--- src/design/sld_pkg.sv ---
package sld_pkg;

    // =================================================================
    // serial path geometry
    localparam int DOT_BITS = 160;
    localparam int CTL_BITS = 8;
    localparam int WORD_BITS = 7;
    localparam int CTL_SELECT_BIT = 7;

    // =================================================================
    // control word fields
    localparam int CW0_AWAKE_BIT = 6;
    localparam int CW1_SIMUL_BIT = 0;
    localparam int CW1_PRESCALE_BIT = 1;
    localparam logic [WORD_BITS-1:0] WORD_RST = 7'h00;

    // =================================================================
    // display clock
    localparam int PRESCALE_DIV = 8;
    localparam int PRESCALE_W = $clog2(PRESCALE_DIV);
    localparam int REFRESH_CYCLES = 512;
    localparam int REFRESH_W = $clog2(REFRESH_CYCLES);
    localparam int OSC_HALF_W = 16;
    localparam logic [OSC_HALF_W-1:0] OSC_HALF_RST = 16'h0064;

    // =================================================================
    // register map
    localparam int ADDR_W = 8;
    localparam logic [ADDR_W-1:0] ADDR_WORD0 = 8'h00;
    localparam logic [ADDR_W-1:0] ADDR_WORD1 = 8'h04;
    localparam logic [ADDR_W-1:0] ADDR_STATUS = 8'h08;
    localparam logic [ADDR_W-1:0] ADDR_OSC_HALF = 8'h0c;
    localparam logic [3:0] HIT_NONE = 4'h0;
    localparam logic [3:0] HIT_WORD0 = 4'h1;
    localparam logic [3:0] HIT_WORD1 = 4'h2;
    localparam logic [3:0] HIT_STATUS = 4'h4;
    localparam logic [3:0] HIT_OSC_HALF = 4'h8;
    localparam logic [1:0] RESP_OKAY = 2'h0;
    localparam logic [1:0] RESP_SLVERR = 2'h2;

    // =================================================================
    // pin synchroniser lanes
    localparam int PIN_N = 7;
    localparam int PIN_SDI = 0;
    localparam int PIN_WCLK = 1;
    localparam int PIN_CE_N = 2;
    localparam int PIN_TSEL = 3;
    localparam int PIN_OSC_SEL = 4;
    localparam int PIN_OSC_IN = 5;
    localparam int PIN_BLANK = 6;
    localparam logic [PIN_N-1:0] PIN_RST = 7'h04;

endpackage

--- src/design/sld_sync.sv ---
`timescale 1ns/10ps
`default_nettype none

module sld_sync #(
    parameter int WIDTH = 1,
    parameter logic [WIDTH-1:0] RST_VAL = '0
) (
    input wire logic aclk,
    input wire logic aresetn,
    input wire logic [WIDTH-1:0] async_in,
    output logic [WIDTH-1:0] sync_out
);

    logic [WIDTH-1:0] meta_r;

    // meta_r feeds only the second stage
    always_ff @(posedge aclk) begin
        if (!aresetn) begin
            meta_r <= RST_VAL;
            sync_out <= RST_VAL;
        end else begin
            meta_r <= async_in;
            sync_out <= meta_r;
        end
    end

endmodule

`default_nettype wire

--- src/design/sld_loader.sv ---
// The AXI4-Lite slave port and the register offsets were left to the implementer.
`timescale 1ns/10ps
`default_nettype none

module sld_loader #(
    parameter int DOT_BITS = sld_pkg::DOT_BITS
) (
    input wire logic aclk,
    input wire logic aresetn,
    input wire logic [sld_pkg::ADDR_W-1:0] s_axi_awaddr,
    input wire logic s_axi_awvalid,
    output logic s_axi_awready,
    input wire logic [31:0] s_axi_wdata,
    input wire logic [3:0] s_axi_wstrb,
    input wire logic s_axi_wvalid,
    output logic s_axi_wready,
    output logic [1:0] s_axi_bresp,
    output logic s_axi_bvalid,
    input wire logic s_axi_bready,
    input wire logic [sld_pkg::ADDR_W-1:0] s_axi_araddr,
    input wire logic s_axi_arvalid,
    output logic s_axi_arready,
    output logic [31:0] s_axi_rdata,
    output logic [1:0] s_axi_rresp,
    output logic s_axi_rvalid,
    input wire logic s_axi_rready,
    input wire logic serial_din,
    input wire logic write_clk,
    input wire logic chip_enable_n,
    input wire logic target_select,
    input wire logic osc_select,
    input wire logic refresh_osc_pin_in,
    output logic refresh_osc_pin_out,
    output logic refresh_osc_pin_oe_n,
    input wire logic blank_input,
    output logic serial_dout,
    output logic [DOT_BITS-1:0] led_dots,
    output logic display_awake,
    output logic [sld_pkg::REFRESH_W-1:0] refresh_phase
);

    // =================================================================
    // pin synchronisers
    logic [sld_pkg::PIN_N-1:0] pins_raw;
    logic [sld_pkg::PIN_N-1:0] pins_q;
    logic sdi_q, wclk_q, ce_q, tsel_q, osc_sel_q, osc_in_q, blank_q;

    // plain level pins, so a chained pair can share every line except serial_din
    assign pins_raw = {blank_input, refresh_osc_pin_in, osc_select,
                       target_select, chip_enable_n, write_clk, serial_din};

    sld_sync #(
        .WIDTH(sld_pkg::PIN_N),
        .RST_VAL(sld_pkg::PIN_RST)
    ) u_sync (
        .aclk(aclk),
        .aresetn(aresetn),
        .async_in(pins_raw),
        .sync_out(pins_q)
    );

    assign sdi_q = pins_q[sld_pkg::PIN_SDI];
    assign wclk_q = pins_q[sld_pkg::PIN_WCLK];
    assign ce_q = pins_q[sld_pkg::PIN_CE_N];
    assign tsel_q = pins_q[sld_pkg::PIN_TSEL];
    assign osc_sel_q = pins_q[sld_pkg::PIN_OSC_SEL];
    assign osc_in_q = pins_q[sld_pkg::PIN_OSC_IN];
    assign blank_q = pins_q[sld_pkg::PIN_BLANK];

    // =================================================================
    // edge detection and transfer control
    logic wclk_d_r, ce_d_r, osc_in_d_r;
    logic wclk_rise, ce_fall, shift_en, sel_now, xfer;
    logic sel_ctl_r, pending_r;

    assign wclk_rise = wclk_q & ~wclk_d_r;
    assign ce_fall = ~ce_q & ce_d_r;
    // selection may fall in the same cycle as a clock edge
    assign sel_now = ce_fall ? tsel_q : sel_ctl_r;
    assign shift_en = wclk_rise & ~ce_q;
    assign xfer = pending_r & ce_q & ~wclk_q;

    always_ff @(posedge aclk) begin
        if (!aresetn) begin
            wclk_d_r <= 1'b0;
            ce_d_r <= 1'b1;
            osc_in_d_r <= 1'b0;
        end else begin
            wclk_d_r <= wclk_q;
            ce_d_r <= ce_q;
            osc_in_d_r <= osc_in_q;
        end
    end

    always_ff @(posedge aclk) begin
        if (!aresetn) begin
            sel_ctl_r <= 1'b0;
        end else if (ce_fall) begin
            sel_ctl_r <= tsel_q;
        end
    end

    // any enable-low period arms exactly one transfer
    always_ff @(posedge aclk) begin
        if (!aresetn) begin
            pending_r <= 1'b0;
        end else if (ce_fall) begin
            pending_r <= 1'b1;
        end else if (xfer) begin
            pending_r <= 1'b0;
        end
    end

    // =================================================================
    // dot path: no reset, contents survive it
    logic [DOT_BITS-1:0] dot_shift_r;
    logic [DOT_BITS-1:0] dot_latch_r;

    always_ff @(posedge aclk) begin
        if (shift_en && !sel_now) begin
            dot_shift_r <= {dot_shift_r[DOT_BITS-2:0], sdi_q};
        end
    end

    always_ff @(posedge aclk) begin
        if (xfer && !sel_ctl_r) begin
            dot_latch_r <= dot_shift_r;
        end
    end

    // =================================================================
    // control path
    logic [sld_pkg::CTL_BITS-1:0] ctl_shift_r;
    logic [sld_pkg::WORD_BITS-1:0] word0_r, word1_r;
    logic awake, simul_mode, prescale_on;

    assign awake = word0_r[sld_pkg::CW0_AWAKE_BIT];
    assign simul_mode = word1_r[sld_pkg::CW1_SIMUL_BIT];
    assign prescale_on = word1_r[sld_pkg::CW1_PRESCALE_BIT];

    always_ff @(posedge aclk) begin
        if (!aresetn) begin
            ctl_shift_r <= '0;
        end else if (shift_en && sel_now) begin
            // first bit in ends up at the top: msb first
            ctl_shift_r <= {ctl_shift_r[sld_pkg::CTL_BITS-2:0], sdi_q};
        end
    end

    always_ff @(posedge aclk) begin
        if (!aresetn) begin
            word0_r <= sld_pkg::WORD_RST;
            word1_r <= sld_pkg::WORD_RST;
        end else if (xfer && sel_ctl_r) begin
            if (ctl_shift_r[sld_pkg::CTL_SELECT_BIT]) begin
                word1_r <= ctl_shift_r[sld_pkg::WORD_BITS-1:0];
            end else begin
                word0_r <= ctl_shift_r[sld_pkg::WORD_BITS-1:0];
            end
        end
    end

    // =================================================================
    // serial output and led drive
    logic sdo_r;
    logic [DOT_BITS-1:0] led_dots_r;
    logic awake_r;

    // end of the selected chain feeds the next driver's input; control in simul_mode passes serial_din
    always_ff @(posedge aclk) begin
        if (!aresetn) begin
            sdo_r <= 1'b0;
        end else if (sel_ctl_r) begin
            sdo_r <= simul_mode ? sdi_q :
                     ctl_shift_r[sld_pkg::CTL_SELECT_BIT];
        end else begin
            sdo_r <= dot_shift_r[DOT_BITS-1];
        end
    end

    // dark while asleep, so random dot contents do not show until the display is woken
    always_ff @(posedge aclk) begin
        if (!aresetn) begin
            led_dots_r <= '0;
            awake_r <= 1'b0;
        end else begin
            led_dots_r <= (awake && !blank_q) ? dot_latch_r : '0;
            awake_r <= awake;
        end
    end

    // =================================================================
    // refresh oscillator
    logic [sld_pkg::OSC_HALF_W-1:0] osc_half_r, osc_cnt_r;
    logic int_osc_r, osc_out_r, osc_oe_n_r;
    logic [sld_pkg::PRESCALE_W-1:0] pre_cnt_r;
    logic [sld_pkg::REFRESH_W-1:0] phase_r;
    logic int_wrap, ext_rise, disp_tick;

    assign int_wrap = (osc_cnt_r + 16'h0001) >= osc_half_r;
    assign ext_rise = osc_in_q & ~osc_in_d_r;
    assign disp_tick = osc_sel_q ? (int_wrap & ~int_osc_r)
        : (ext_rise & (~prescale_on | (&pre_cnt_r)));

    // internal source stops in sleep, as does its pin
    always_ff @(posedge aclk) begin
        if (!aresetn || !awake || !osc_sel_q) begin
            osc_cnt_r <= '0;
            int_osc_r <= 1'b0;
        end else if (int_wrap) begin
            osc_cnt_r <= '0;
            int_osc_r <= ~int_osc_r;
        end else begin
            osc_cnt_r <= osc_cnt_r + 16'h0001;
        end
    end

    always_ff @(posedge aclk) begin
        if (!aresetn) begin
            osc_out_r <= 1'b0;
            osc_oe_n_r <= 1'b1;
        end else begin
            osc_out_r <= int_osc_r;
            osc_oe_n_r <= ~osc_sel_q;
        end
    end

    always_ff @(posedge aclk) begin
        if (!aresetn || osc_sel_q) begin
            pre_cnt_r <= '0;
        end else if (ext_rise) begin
            pre_cnt_r <= pre_cnt_r + 3'h1;
        end
    end

    always_ff @(posedge aclk) begin
        if (!aresetn) begin
            phase_r <= '0;
        end else if (awake && disp_tick) begin
            phase_r <= phase_r + 9'h001;
        end
    end

    // =================================================================
    // register bus
    logic awready_r, wready_r, bvalid_r, arready_r, rvalid_r;
    logic aw_full_r, w_full_r;
    logic [sld_pkg::ADDR_W-1:0] awaddr_r;
    logic [31:0] wdata_r, rdata_r;
    logic [3:0] wstrb_r, wr_hit;
    logic [1:0] bresp_r, rresp_r;
    logic do_write;

    function automatic logic [3:0] addr_hit(
        input logic [sld_pkg::ADDR_W-1:0] addr
    );
        if (addr == sld_pkg::ADDR_WORD0) begin
            return sld_pkg::HIT_WORD0;
        end else if (addr == sld_pkg::ADDR_WORD1) begin
            return sld_pkg::HIT_WORD1;
        end else if (addr == sld_pkg::ADDR_STATUS) begin
            return sld_pkg::HIT_STATUS;
        end else if (addr == sld_pkg::ADDR_OSC_HALF) begin
            return sld_pkg::HIT_OSC_HALF;
        end else begin
            return sld_pkg::HIT_NONE;
        end
    endfunction

    assign do_write = aw_full_r & w_full_r & ~bvalid_r;
    assign wr_hit = addr_hit(awaddr_r);

    // one write at a time: readies come back after the response
    always_ff @(posedge aclk) begin
        if (!aresetn) begin
            awready_r <= 1'b1;
            wready_r <= 1'b1;
            aw_full_r <= 1'b0;
            w_full_r <= 1'b0;
            bvalid_r <= 1'b0;
            bresp_r <= sld_pkg::RESP_OKAY;
        end else begin
            if (s_axi_awvalid && awready_r) begin
                awaddr_r <= s_axi_awaddr;
                aw_full_r <= 1'b1;
                awready_r <= 1'b0;
            end
            if (s_axi_wvalid && wready_r) begin
                wdata_r <= s_axi_wdata;
                wstrb_r <= s_axi_wstrb;
                w_full_r <= 1'b1;
                wready_r <= 1'b0;
            end
            if (do_write) begin
                aw_full_r <= 1'b0;
                w_full_r <= 1'b0;
                bvalid_r <= 1'b1;
                bresp_r <= (wr_hit == sld_pkg::HIT_NONE) ?
                    sld_pkg::RESP_SLVERR : sld_pkg::RESP_OKAY;
            end
            if (bvalid_r && s_axi_bready) begin
                bvalid_r <= 1'b0;
                awready_r <= 1'b1;
                wready_r <= 1'b1;
            end
        end
    end

    always_ff @(posedge aclk) begin
        if (!aresetn) begin
            osc_half_r <= sld_pkg::OSC_HALF_RST;
        end else if (do_write && wr_hit == sld_pkg::HIT_OSC_HALF) begin
            if (wstrb_r[0]) osc_half_r[7:0] <= wdata_r[7:0];
            if (wstrb_r[1]) osc_half_r[15:8] <= wdata_r[15:8];
        end
    end

    always_ff @(posedge aclk) begin
        if (!aresetn) begin
            arready_r <= 1'b1;
            rvalid_r <= 1'b0;
            rdata_r <= '0;
            rresp_r <= sld_pkg::RESP_OKAY;
        end else if (s_axi_arvalid && arready_r) begin
            arready_r <= 1'b0;
            rvalid_r <= 1'b1;
            rresp_r <= sld_pkg::RESP_OKAY;
            case (addr_hit(s_axi_araddr))
                sld_pkg::HIT_WORD0: rdata_r <= {25'h0, word0_r};
                sld_pkg::HIT_WORD1: rdata_r <= {25'h0, word1_r};
                sld_pkg::HIT_STATUS: rdata_r <= {26'h0, pending_r,
                    sel_ctl_r, blank_q, osc_sel_q, ce_q, awake};
                sld_pkg::HIT_OSC_HALF: rdata_r <= {16'h0, osc_half_r};
                default: begin
                    rdata_r <= '0;
                    rresp_r <= sld_pkg::RESP_SLVERR;
                end
            endcase
        end else if (rvalid_r && s_axi_rready) begin
            rvalid_r <= 1'b0;
            arready_r <= 1'b1;
        end
    end

    assign s_axi_awready = awready_r;
    assign s_axi_wready = wready_r;
    assign s_axi_bvalid = bvalid_r;
    assign s_axi_bresp = bresp_r;
    assign s_axi_arready = arready_r;
    assign s_axi_rvalid = rvalid_r;
    assign s_axi_rdata = rdata_r;
    assign s_axi_rresp = rresp_r;
    assign serial_dout = sdo_r;
    assign led_dots = led_dots_r;
    assign display_awake = awake_r;
    assign refresh_osc_pin_out = osc_out_r;
    assign refresh_osc_pin_oe_n = osc_oe_n_r;
    assign refresh_phase = phase_r;

    // =================================================================
    // checks
    chk_reset_clears_ctl: assert property (@(posedge aclk)
        $fell(aresetn) ##1 !aresetn |-> word0_r == '0 && word1_r == '0)
        else $error("control words not cleared by reset");
    chk_dots_survive_reset: assert property (@(posedge aclk)
        !aresetn |=> dot_latch_r === $past(dot_latch_r))
        else $error("dot latch changed during reset");
    chk_dot_shift_in: assert property (@(posedge aclk)
        disable iff (!aresetn) shift_en && !sel_now
        |=> dot_shift_r
            === {$past(dot_shift_r[DOT_BITS-2:0]), $past(sdi_q)})
        else $error("dot bit not shifted in");
    chk_ctl_route: assert property (@(posedge aclk)
        disable iff (!aresetn) shift_en && sel_now |=> ctl_shift_r
            == {$past(ctl_shift_r[6:0]), $past(sdi_q)}
            && dot_shift_r === $past(dot_shift_r))
        else $error("control bit misrouted");
    chk_sel_capture: assert property (@(posedge aclk)
        disable iff (!aresetn) ce_fall ##1 !ce_q [*3]
        |-> sel_ctl_r == $past(tsel_q, 3))
        else $error("select not held from enable fall");
    chk_dot_transfer: assert property (@(posedge aclk)
        disable iff (!aresetn) xfer && !sel_ctl_r
        |=> dot_latch_r === $past(dot_shift_r) && !pending_r)
        else $error("dot transfer missed");
    chk_idle_no_shift: assert property (@(posedge aclk)
        disable iff (!aresetn) ce_q && ce_d_r && wclk_rise
        |=> $stable(ctl_shift_r) && dot_shift_r === $past(dot_shift_r))
        else $error("shift while enable high");
    chk_word_select: assert property (@(posedge aclk)
        disable iff (!aresetn) xfer && sel_ctl_r && ctl_shift_r[7]
        |=> word1_r == $past(ctl_shift_r[6:0]) && $stable(word0_r))
        else $error("wrong control word loaded");
    chk_simul_follow: assert property (@(posedge aclk)
        disable iff (!aresetn) sel_ctl_r && simul_mode
        |=> serial_dout == $past(sdi_q))
        else $error("output not following input");
    chk_blank_dark: assert property (@(posedge aclk)
        disable iff (!aresetn) blank_q || !awake |=> led_dots == '0)
        else $error("leds lit while blanked or asleep");
    chk_osc_drive: assert property (@(posedge aclk)
        disable iff (!aresetn) osc_sel_q ##1 osc_sel_q
        |-> !refresh_osc_pin_oe_n)
        else $error("oscillator pin not driven");

endmodule

`default_nettype wire

--- config.mk ---
export PLATFORM = sky130hd
export DESIGN_NAME = sld_loader
export DESIGN_NICKNAME = d
export VERILOG_FILES = /design/src/design/sld_pkg.sv /design/src/design/sld_sync.sv /design/src/design/sld_loader.sv
export SDC_FILE = /design/constraint.sdc
export NUM_CORES = 1
export LEC_CHECK = 0
export ABC_AREA = 1
export BUFFER_PORTS_ARGS = -buffer_cell sky130_fd_sc_hd__clkbuf_2
export CORE_AREA = 3 3 206 289
export DETAILED_ROUTE_END_ITERATION = 12
export DIE_AREA = 0 0 209 292
export GPL_TIMING_DRIVEN = 0
export MAX_ROUTING_LAYER = met4
export SLEW_MARGIN = 10
export SYNTH_ARGS = -nofsm -noshare
export SYNTH_HDL_FRONTEND = slang
export SYNTH_HIERARCHICAL = 1
export SYNTH_SLANG_ARGS = --single-unit
--- constraint.sdc ---
create_clock -name aclk -period 21.1 [get_ports aclk]
set_clock_uncertainty 0.2 [all_clocks]
set_input_delay 4.22 -clock aclk [delete_from_list [all_inputs] [get_ports aclk]]
set_output_delay 4.22 -clock aclk [all_outputs]
set_load 0.005 [all_outputs]
Word level (Yosys, flattened, before mapping)
Cells that the tools add are included.

Multipliers: 0. Equal/unequal tests: 11. Reductions and logical operators: 38. Add/subtract/negate cells: 3. Shift-type cells: 0. $lt $le $gt $ge: 1. Multiplexer cells: 23. Divide/modulo/power cells: 0. Bitwise logic cells: 21.

Operators by type and width (count): 16-bit case mux with 4 select lines (1); 4-bit 2-to-1 mux (10); 8-bit by 4-bit equality test with 1-bit output (second input constant) (4); 16-bit by 1-bit adder with 16-bit output (second input constant) (1); 8-bit by 3-bit equality test with 1-bit output (second input constant) (2); 16-bit >= comparator (1); 8-bit zero test (2); 2-bit AND reduction (7); 1-bit logical AND (12); 1-bit AND (10); 1-bit 2-to-1 mux (10); 1-bit NOT (10); 9-bit by 1-bit adder with 9-bit output (second input constant) (1); 4-bit equality test (second input constant) (2); 1-bit zero test (6); 2-bit OR reduction (3); 4-bit by 1-bit equality test with 1-bit output (second input constant) (1); 4-bit by 2-bit equality test with 1-bit output (second input constant) (1); 4-bit by 3-bit equality test with 1-bit output (second input constant) (1); 4-bit zero test (1); 2-bit 2-to-1 mux (2); 2-bit nonzero test (2); 4-bit OR reduction (1); 3-bit by 1-bit adder with 3-bit output (second input constant) (1); other kinds (3) (5).

Memory bits (writable): 0. Output and inout bits: 214. Logic and storage cells: 133. Memory bits (read-only): 0. Register bits after elaboration: 639. Memories kept: 0. Bits in latches: 0.

Logic depth before layout (Yosys ltp)
Gate-level depths: netlist of the first run.

Depth in word-level cells: 10. Mapped depth: 25. Gate-level depth less buffers: 25.

By module
The synthesis of the first run kept the hierarchy.

Modules (own cells, without submodules): sld_loader (cells an instance 1470, area an instance 19586.3 sq um, sequential area each 15615.0 sq um, instances 1); sld_sync (cells an instance 43, area an instance 396.6 sq um, sequential area each 280.3 sq um, instances 1).

Worst setup path after synthesis of the first run
No wires, ideal clock.

Path kind: flip-flop to flip-flop. Start point: register u_sync.sync_out[2]. End point: register dot_shift_r[0] (enable). Required time: 19.829 ns. Arrival: 15.820 ns. Period minus slack after synthesis: 17.091 ns. Stages on the path, launching flop included: 6. Setup slack: 4.009 ns. Cells stage by stage: dfxtp_1 > inv_1 > nand2_1 > o21ai_0 > inv_1 > nor4_1.

Cells in the longest elaborated chain, start to end: 5. Elaborated cells on any way between the ends: 6. Those cells by class: mux (1); bitwise (3); reduce/logical (2).

Ends and longest elaborated chain: start, declared (line sld_sync.sv:11) `output logic [WIDTH-1:0] sync_out`; start signal, assigned (line sld_sync.sv:23) `sync_out <= meta_r;`; 1-bit NOT (*) (line sld_loader.sv:77, sld_loader.sv:80); 1-bit AND (line sld_loader.sv:77) `assign ce_fall = ~ce_q & ce_d_r;`; 1-bit 2-to-1 mux; 1-bit zero test (line sld_loader.sv:120) `if (shift_en && !sel_now) begin`; 1-bit logical AND (*) (line sld_loader.sv:120); end signal, assigned (line sld_loader.sv:121) `dot_shift_r <= {dot_shift_r[DOT_BITS-2:0], sdi_q};`; end, declared (line sld_loader.sv:116) `logic [DOT_BITS-1:0] dot_shift_r;`.

Every way passes the cells marked *; elsewhere a longest branch is shown, timed or not. A chain may end at the register's enable or synchronous reset.

Worst setup path after layout of the first run
Start point: input aresetn. End point: register wdata_r[6] (enable).

Cells in the longest elaborated chain, start to end: 1.

Ends and longest elaborated chain: start, declared (line sld_loader.sv:9) `input wire logic aresetn,`; 2-bit AND reduction (no line); end signal, assigned (line sld_loader.sv:289) `wdata_r <= s_axi_wdata;`; end, declared (line sld_loader.sv:249) `logic [31:0] wdata_r, rdata_r;`.

No other way between the ends.

==> results of run 1 <==
-- through the flow --
step,total power [W],instance area (um2)
floorplan,0.00134,20000
global placement,0.00136,22200
detailed placement,0.00135,22600
CTS,0.00238,24400
global route,0.00243,24400
finish,0.00234,24400
-- kinds of logic after synthesis --
group | count (synthesis) | share of synthesized area
XOR/XNOR | 5 | 0.00219
multiplexers | 1 | 0.000501
AO/OA/AOI/OAI | 131 | 0.0350
AND/OR/NAND/NOR | 426 | 0.0914
buffers and inverters | 308 | 0.0628
adder cells (fa/ha/maj) | 20 | 0.0125
other | 1 | 0.000188
flip-flops | 621 | 0.795
-- worst reg2reg max path, cell delays in order, from the launching register on --
cell	delay, ps
dfxtp_1	330
inv_1	190
nand2_1	120
o21ai_0	250
inv_1	110
nor4_2	220
buf_4	230
buf_4	190
buf_2	240
buf_4	190
buf_4	180
buf_4	180
buf_2	240
buf_2	260
buf_4	210
buf_4	200
buf_6	160
buf_4	180
buf_4	180
-- power by group through the flow --
| stage | clock [W] | combinational (W) | sequential, W |
|---|---|---|---|
| final | 0.00102 | 0.0000398 | 0.00128 |
| after global routing | 0.00111 | 0.0000450 | 0.00128 |
| after global placement | 0 | 0.0000359 | 0.00132 |
| after CTS | 0.00106 | 0.0000405 | 0.00128 |
| after floorplan | 0 | 0.0000212 | 0.00132 |
| after detailed placement | 0 | 0.0000404 | 0.00131 |
-- how the worst min path moves through the flow --
stage / endpoint / cells past startpoint
global route: u_sync/sync_out[2] / 2
detailed placement: u_sync/sync_out[2] / 2
CTS: u_sync/sync_out[2] / 2
floorplan: u_sync/sync_out[2] / 2
finish: u_sync/sync_out[2] / 2
global placement: u_sync/sync_out[3] / 2
-- cell usage in the layout, fill, tap and decap left out, types with 3 or more instances in the layout --
| cell | n |
|---|---|
| edfxtp_1 | 346 |
| dfxtp_1 | 275 |
| inv_1 | 249 |
| clkbuf_2 | 243 |
| nor2_1 | 232 |
| nand2_1 | 121 |
| a21oi_1 | 59 |
| clkbuf_16 | 59 |
| buf_4 | 53 |
| o21ai_0 | 45 |
| nand3_1 | 29 |
| clkbuf_1 | 26 |
| buf_2 | 23 |
| ha_1 | 20 |
| conb_1 | 18 |
| clkinv_2 | 15 |
| clkinv_1 | 10 |
| nor3_1 | 8 |
| o21ai_1 | 8 |
| o22ai_1 | 6 |
| o211ai_1 | 5 |
| buf_6 | 5 |
| xor2_1 | 5 |
| nor2_2 | 5 |
| clkbuf_8 | 5 |
| inv_2 | 4 |
| nand4_1 | 4 |
| bufinv_16 | 4 |
| inv_4 | 4 |
| nand4_2 | 3 |
-- area by class of cell --
class	count	area, um2	share of cell area
buffer	53	298	0.0122
clock buffer	70	1570	0.0642
clock inverter	36	318	0.0130
inverter	255	957	0.0392
multi-input combinational	601	2910	0.119
sequential	621	15900	0.650
tap	742	928	0.0380
timing repair buffer	291	1560	0.0639
-- per-layer routing --
layer	wire length [um]	vias to the layer above	GRT usage	part of all wire
li1	-	5609	-	-
met1	15500	5231	0.144	0.41
met2	18500	316	0.214	0.50
met3	1950	80	0.0255	0.052
met4	1390	0	0.0499	0.037
met5	0	-	-	0
-- flip-flops by register name, summed over array words and instances, names as in the netlist, 8 cells and up --
name	flops
osc_cnt_r	16
wdata_r	16
dot_latch_r	160
ctl_shift_r	8
dot_shift_r	160
awaddr_r	8
s_axi_rdata	16
osc_half_r	16
refresh_phase	9
led_dots	160
==> flow_metrics.env, run 1 <==
export IMPL_cp_num_cells=4
export IMPL_clock_sinks=621
export IMPL_setup_viol=0
export IMPL_max_stage_delay_ps=780
export IMPL_arrival_ps=5750
export IMPL_worstSetupPathType="primary input to flip-flop"
export IMPL_routed_wl_um=37300
export IMPL_relSlewSlack=0.405
export IMPL_post_route_period_util=0.272
export IMPL_hpwlAfterDp_um=26800
export IMPL_floorplan_die_area_mm2=0.0610
export IMPL_crit_buf_inv=3
export IMPL_hold_ws_ps=200
export IMPL_crit_fanout=18
export IMPL_grt_pass1_wl_um=60600
export IMPL_intPower_w=0.00187
export IMPL_place_ws_ps=14670
export IMPL_ys_seq_elements=621
export IMPL_yosysTopAreaCellShare=0.520
export IMPL_nNetsFinal=1965
export IMPL_synth_async_sr_flop_share=0
export IMPL_combPwrFrac=0.017
export IMPL_worst_skew_pair_late_latency_ps=600
export IMPL_crit_path_top_delay_cell="nor2_2"
export IMPL_yosysTopAreaCell="edfxtp_1"
export IMPL_peakVddDrop_mv=0.0644
export IMPL_row_count=104
export IMPL_cap_violations=0
export IMPL_crit_path_end="wdata_r[6]"
export IMPL_numCtsBuffers=56
export IMPL_p_leak_nw=10.3
export IMPL_grt_max_degree=19
export IMPL_h_tree_depth=2
export IMPL_p_per_area_mw_per_mm2=95.9
export IMPL_pwr_share_seq=0.548
export IMPL_vias=11236
export IMPL_r2r_start="u_sync/sync_out[2]"
export IMPL_grt_remaining_overflow=0
export IMPL_port_buffers=243
export IMPL_r2r_cells=18
export IMPL_power_share_switching=0.200
export IMPL_hold_viol_final=0
export IMPL_yosys_warnings=6
export IMPL_synth_main_ff_cell="edfxtp_1"
export IMPL_io_pins=280
export IMPL_cts_path_max_buffers=3
export IMPL_gp_congestion=0.842
export IMPL_hold_buffers=0
export IMPL_cpLargestDelayFamily="simple AND/OR/NAND/NOR gates"
export IMPL_synth_common_cells="346 x edfxtp_1, 275 x dfxtp_1, 249 x inv_1"
export IMPL_track_usage=0.125
export IMPL_clk_pin_slew_ps=60
export IMPL_crit_path_end_kind="flip-flop"
export IMPL_synthTopCellsByArea="edfxtp_1 52%, dfxtp_1 28%, inv_1 4.7%, nor2_1 4.4%, nand2_1 2.3%"
export IMPL_dp_cells=2563
export IMPL_reg2reg_setup_slack_ps=16750
export IMPL_drc=0
export IMPL_fillCellCount=5318
export IMPL_crit_start="aresetn"
export IMPL_synth_cell_area_mm2=0.0200
export IMPL_antenna_found_initial=0
export IMPL_drive_above_1_share=0.230
export IMPL_fin_cells=2669
export IMPL_hold_class="flip-flop to flip-flop"
export IMPL_synth_edf_count=346
export IMPL_timing_final_max_slew_violations=0
export IMPL_worst_setup_path_start_kind="primary input"
export IMPL_crit_chain="clkbuf_2 -> inv_1 -> clkbuf_1 -> nor2_2"
export IMPL_start_util=0.349
export IMPL_layout_min_cycle_time_ps=5740
export IMPL_tns_ps=0
export IMPL_die_h_um=292
export IMPL_power_switching_w=0.000470
export IMPL_syn_area_per_cell_um2=13.2
export IMPL_die_x_um=209
export IMPL_fin_ws_ps=15360
export IMPL_synthCells=1513
export IMPL_ctsResizeCount=0
export IMPL_cts_root_buf="clkbuf_16"
export IMPL_diodes=0
export IMPL_min_from="u_sync/meta_r[2]"
export IMPL_fin_util=0.427
export IMPL_synth_seq_area_share=0.795
export IMPL_worstPathRequired_ps=21110
export IMPL_fmax_mhz=174
export IMPL_synth_most_common_cell="edfxtp_1"
export IMPL_dr_first_iter_drc_count=444
export IMPL_post_cts_buffers=0
export IMPL_grt_pass1_vias=11525
export IMPL_tightestPinTransition_ps=891
export IMPL_via_per_inst=4.21
export IMPL_regToRegEndpoint="dot_shift_r[39]"
export IMPL_core_area_mm2=0.0573
export IMPL_wl_per_cell_um=14.0
export IMPL_pwr_share_clk=0.435
export IMPL_rsz0062_at_grt="false"
export IMPL_first_pass_iters=4
export IMPL_drtAntennaViolNets=0
export IMPL_cts_tree="built"
export IMPL_status="finished clean"
export IMPL_area_growth_pct=22.3
export IMPL_ys_types=46
No activity file was read; power rests on OpenSTA's default activity.
==> inputs of run 2 (changes only) <==
- clock period: 21.1 -> 5.3 ns (I/O delays scaled with it)
==> run 2 against run 1 <==
  * Setup slack got worse by 13000 ps
  * Sequential share of layout area fell by 0.29 points
  * Global-route usage is 0.066 points lower
  * Total power rose to 4.1 times the previous value
  * Critical path depth increased by 18
  * Die area unchanged
  * First-iteration DRC count increased by 18%
  * Utilization grew 0.20 points
==> flow_metrics.env, run 2 (synthesis gave the netlist of run 1 again) <==
export IMPL_fillCellCount=5270
export IMPL_floorplan_die_area_mm2=0.0610
export IMPL_crit_path_top_delay_cell="dfxtp_1"
export IMPL_peakVddDrop_mv=0.260
export IMPL_cap_violations=0
export IMPL_area_growth_pct=22.9
export IMPL_final_cell_mix="346 x edfxtp_1, 274 x dfxtp_1, 247 x inv_1"
export IMPL_track_usage=0.125
export IMPL_worst_skew_pair_late_latency_ps=610
export IMPL_nNetsFinal=1945
export IMPL_relSlewSlack=0.449
export IMPL_fmax_mhz=293
export IMPL_crit_path_end_kind="flip-flop"
export IMPL_vias=11269
export IMPL_max_stage_delay_ps=430
export IMPL_crit_fanout=10
export IMPL_cts_path_max_buffers=3
export IMPL_port_buffers=243
export IMPL_hpwlAfterDp_um=26500
export IMPL_crit_start="osc_cnt_r[0]"
export IMPL_timing_final_max_slew_violations=0
export IMPL_rsz0062_at_grt="false"
export IMPL_row_count=104
export IMPL_wl_per_cell_um=14.1
export IMPL_min_from="u_sync/meta_r[2]"
export IMPL_drive_above_1_share=0.224
export IMPL_hold_viol_final=0
export IMPL_grt_remaining_overflow=0
export IMPL_start_util=0.349
export IMPL_routed_wl_um=37500
export IMPL_grt_pass1_wl_um=59900
export IMPL_fin_ws_ps=1880
export IMPL_clock_sinks=621
export IMPL_final_common_cell="edfxtp_1"
export IMPL_reg2reg_setup_slack_ps=1880
export IMPL_hold_buffers=0
export IMPL_worstSetupPathType="flip-flop to flip-flop"
export IMPL_die_h_um=292
export IMPL_cts_root_buf="clkbuf_16"
export IMPL_dr_first_iter_drc_count=524
export IMPL_core_area_mm2=0.0573
export IMPL_via_per_inst=4.25
export IMPL_grt_max_degree=18
export IMPL_cpMostUsedCell="nand2_1"
export IMPL_antenna_found_initial=0
export IMPL_tightestPinTransition_ps=821
export IMPL_r2r_start="osc_cnt_r[0]"
export IMPL_crit_chain="ha_1 -> nand2_1 -> inv_2 -> nand2_1 -> nor2_2 -> inv_2 -> nor2_4 -> nand4_2 -> nor2_2 -> and2_1 -> nor2_1 -> ha_1 -> nand2_1 -> nor3_1 -> nand2_2 -> nand2_2 -> nand3_2 -> nand2_4 -> buf_6 -> nand3_1 -> nand2_1 -> nor2_1"
export IMPL_io_pins=280
export IMPL_die_x_um=209
export IMPL_place_ws_ps=1820
export IMPL_worstPathRequired_ps=5580
export IMPL_setup_viol=0
export IMPL_p_leak_nw=10.2
export IMPL_layout_min_cycle_time_ps=3420
export IMPL_drc=0
export IMPL_ctsResizeCount=0
export IMPL_gp_congestion=0.838
export IMPL_finalPower_w=0.00956
export IMPL_p_per_area_mw_per_mm2=389
export IMPL_hold_class="flip-flop to flip-flop"
export IMPL_arrival_ps=3700
export IMPL_post_route_period_util=0.645
export IMPL_worst_setup_path_start_kind="flip-flop"
export IMPL_clk_pin_slew_ps=60
export IMPL_cts_tree="built"
export IMPL_status="finished clean"
export IMPL_grt_pass1_vias=11354
export IMPL_diodes=0
export IMPL_h_tree_depth=2
export IMPL_drtAntennaViolNets=0
export IMPL_numCtsBuffers=57
export IMPL_post_cts_buffers=0
export IMPL_first_pass_iters=4
-- run 2: final timing paths --
check | end | depth (start not counted)
setup / recovery | refresh_phase[7] | 22
setup reg to reg | refresh_phase[7] | 22
hold reg to reg | u_sync/sync_out[2] | 2
hold / removal | u_sync/sync_out[2] | 2
-- run 2: layout make-up --
type                       instances  area (um2)  area share
sequential                       621       15900       0.648
buffer                            53         298      0.0121
timing repair buffer             270        1540      0.0627
multi-input combinational        601        2940       0.120
clock buffer                      73        1530      0.0622
inverter                         255         962      0.0392
tap                              742         928      0.0378
clock inverter                    35         459      0.0187
-- run 2: per-stage QoR --
| step | util | std cells | setup TNS (ps) | hold WS, ps | cell area, um2 |
|---|---|---|---|---|---|
| final | 0.429 | 2650 | 0 | 209 | 24600 |
| after global routing | 0.429 | 2650 | 0 | 226 | 24600 |
| after CTS | 0.429 | 2650 | 0 | 210 | 24600 |
| after detailed placement | 0.394 | 2542 | 0 | 195 | 22600 |
| after global placement | 0.388 | 2515 | -1091370 | 194 | 22200 |
| after floorplan | - | 1530 | -326720 | 179 | 20100 |
-- run 2: layer usage --
layer / GRT usage / share of wire
met5: - / 0
met4: 0.0471 / 0.035
met3: 0.0284 / 0.057
met2: 0.216 / 0.50
met1: 0.140 / 0.41
-- run 2: critical path, delay by kind of cell (launching register included) --
kind,cells,cell delay [ps]
flip-flops,1,430
AND/OR/NAND/NOR,17,1900
adder cells (fa/ha/maj),2,470
buffers and inverters,3,300
-- run 2: report_power, final --
part | internal [W] | switching, W
clock network | 0.00247 | 0.00182
logic | 0.0000592 | 0.000103
registers | 0.00510 | 0.0000177
==> inputs of run 3 (changes only) <==
- clock period: 5.3 -> 3.31 ns (I/O delays scaled with it)
==> run 3 against run 2 <==
  * Flip-flop and latch count unchanged
  * First-iteration DRC count is 3.6% lower
  * Combinational power up 74%
  * Die area did not move
  * Count of clock-buffer cells in the layout did not move
  * Utilization up 0.76 points
  * Total power rose by 60%
  * Cell count grew 1.4%
  * Clock power rose by 60%
  * Largest cell class unchanged
==> flow_metrics.env, run 3 (synthesis gave the netlist of run 1 again) <==
export IMPL_crit_buf_inv=3
export IMPL_fmax_mhz=317
export IMPL_clock_sinks=621
export IMPL_dr_first_iter_drc_count=505
export IMPL_cpLargestDelayFamily="simple AND/OR/NAND/NOR gates"
export IMPL_arrival_ps=3440
export IMPL_crit_fanout=8
export IMPL_track_usage=0.125
export IMPL_worst_skew_pair_late_latency_ps=610
export IMPL_crit_path_end_kind="flip-flop"
export IMPL_routed_wl_um=37800
export IMPL_cts_root_buf="clkbuf_16"
export IMPL_p_leak_nw=10.4
export IMPL_post_route_period_util=0.954
export IMPL_antenna_found_initial=0
export IMPL_hpwlAfterDp_um=26500
export IMPL_p_per_area_mw_per_mm2=613
export IMPL_timing_final_max_slew_violations=0
export IMPL_tightestPinTransition_ps=823
export IMPL_max_stage_delay_ps=360
export IMPL_design_area_mm2=0.0250
export IMPL_first_pass_iters=4
export IMPL_io_pins=280
export IMPL_start_util=0.349
export IMPL_worstSetupPathType="flip-flop to flip-flop"
export IMPL_area_growth_pct=25.0
export IMPL_nNetsFinal=1983
export IMPL_rsz0062_at_grt="true"
export IMPL_core_area_mm2=0.0573
export IMPL_fin_util=0.436
export IMPL_fillCellCount=5244
export IMPL_worst_setup_path_start_kind="flip-flop"
export IMPL_wl_per_cell_um=14.1
export IMPL_final_common_cell="edfxtp_1"
export IMPL_grt_pass1_vias=11455
export IMPL_hold_viol_final=0
export IMPL_cts_tree="built"
export IMPL_hold_class="primary input to flip-flop"
export IMPL_grt_pass1_wl_um=60100
export IMPL_die_x_um=209
export IMPL_port_buffers=243
export IMPL_drc=0
export IMPL_postPlaceCellArea_mm2=0.0226
export IMPL_row_count=104
export IMPL_vias=11375
export IMPL_layout_min_cycle_time_ps=3160
export IMPL_relSlewSlack=0.447
export IMPL_final_cell_mix="346 x edfxtp_1, 272 x dfxtp_1, 247 x inv_1"
export IMPL_cts_path_max_buffers=3
export IMPL_via_per_inst=4.23
export IMPL_worstPathRequired_ps=3590
export IMPL_grt_remaining_overflow=0
export IMPL_diodes=0
export IMPL_drtAntennaViolNets=0
export IMPL_grt_max_degree=18
export IMPL_cap_violations=0
export IMPL_setup_viol=0
export IMPL_die_h_um=292
export IMPL_h_tree_depth=2
export IMPL_gp_congestion=0.838
export IMPL_crit_chain="ha_4 -> nand2_1 -> inv_2 -> nand2_4 -> nor2_4 -> inv_2 -> nor2_4 -> nand4_4 -> nor2_4 -> and2_4 -> nor2_1 -> ha_1 -> nand2_2 -> nor3_4 -> nand2_2 -> nand2_2 -> nand3_2 -> nand2_4 -> buf_2 -> nand3_1 -> nand2_1 -> nor2_1"
export IMPL_clk_pin_slew_ps=60
export IMPL_crit_path_top_delay_cell="dfxtp_4"
export IMPL_numCtsBuffers=57
export IMPL_drive_above_1_share=0.237
export IMPL_status="finished clean"
export IMPL_peakVddDrop_mv=0.415
export IMPL_floorplan_die_area_mm2=0.0610
[run 3: cell count changes in the layout (fill, tap and decap cells not counted), sizes merged]
cell	delta
buf	+19
dlygate4sd3	+19
[run 3: repair_timing]
action | 4_1_cts | 5_1_grt
pin swaps | 2 | 16
hold endpoints to repair | 18 | 1
hold buffers | 18 | 1
setup buffers | 0 | 18
cloned | 0 | 1
resized for setup | 2 | 22
endpoints found under the setup margin | 32 | 73
[run 3: final cells by class]
class	instances	area (um2)	share of cell area
Buffer	53	300	0.0120
Clock buffer	73	1530	0.0611
Clock inverter	35	459	0.0184
Inverter	255	962	0.0385
Multi-Input combinational cell	601	3040	0.122
Sequential cell	621	15900	0.636
Tap cell	742	928	0.0372
Timing Repair Buffer	308	1870	0.0748
[run 3: report_power, final]
group	switching [W]	internal, W	leakage (nW)	total [W]
logic	0.000169	0.000113	4.73	0.000282
clock network	0.00291	0.00395	0.957	0.00686
registers	0.0000284	0.00816	4.73	0.00819
[run 3: metal layers]
metal,GRT usage,share of wire,vias to the layer above
met2,0.218,0.51,329
met5,-,0,-
met4,0.0471,0.034,0
met1,0.140,0.40,5305
met3,0.0285,0.060,82
li1,-,-,5659
[run 3: worst paths after layout]
path | start | endpoint | slack (ps) | cells past startpoint
min reg2reg | u_sync/meta_r[2] | u_sync/sync_out[2] | 210 | 2
min | s_axi_wdata[7] | wdata_r[7] | 50 | 1
max | osc_cnt_r[0] | refresh_phase[7] | 150 | 22
max reg2reg | osc_cnt_r[0] | refresh_phase[7] | 150 | 22
[run 3: stage by stage]
stage | hold WS, ps | worst slack (ps) | setup TNS, ps | total power, W | std cells
2_1_floorplan | 179 | -3130 | -963520 | 0.00851 | 1530
3_3_place_gp | 194 | -5560 | -1730070 | 0.00861 | 2515
3_5_place_dp | 195 | -174 | -2370 | 0.00862 | 2542
4_1_cts | 0.154 | -4.35 | -4.35 | 0.0156 | 2668
5_1_grt | 0.360 | -32.5 | -153 | 0.0159 | 2688
6_report | 52.8 | 153 | 0 | 0.0153 | 2688
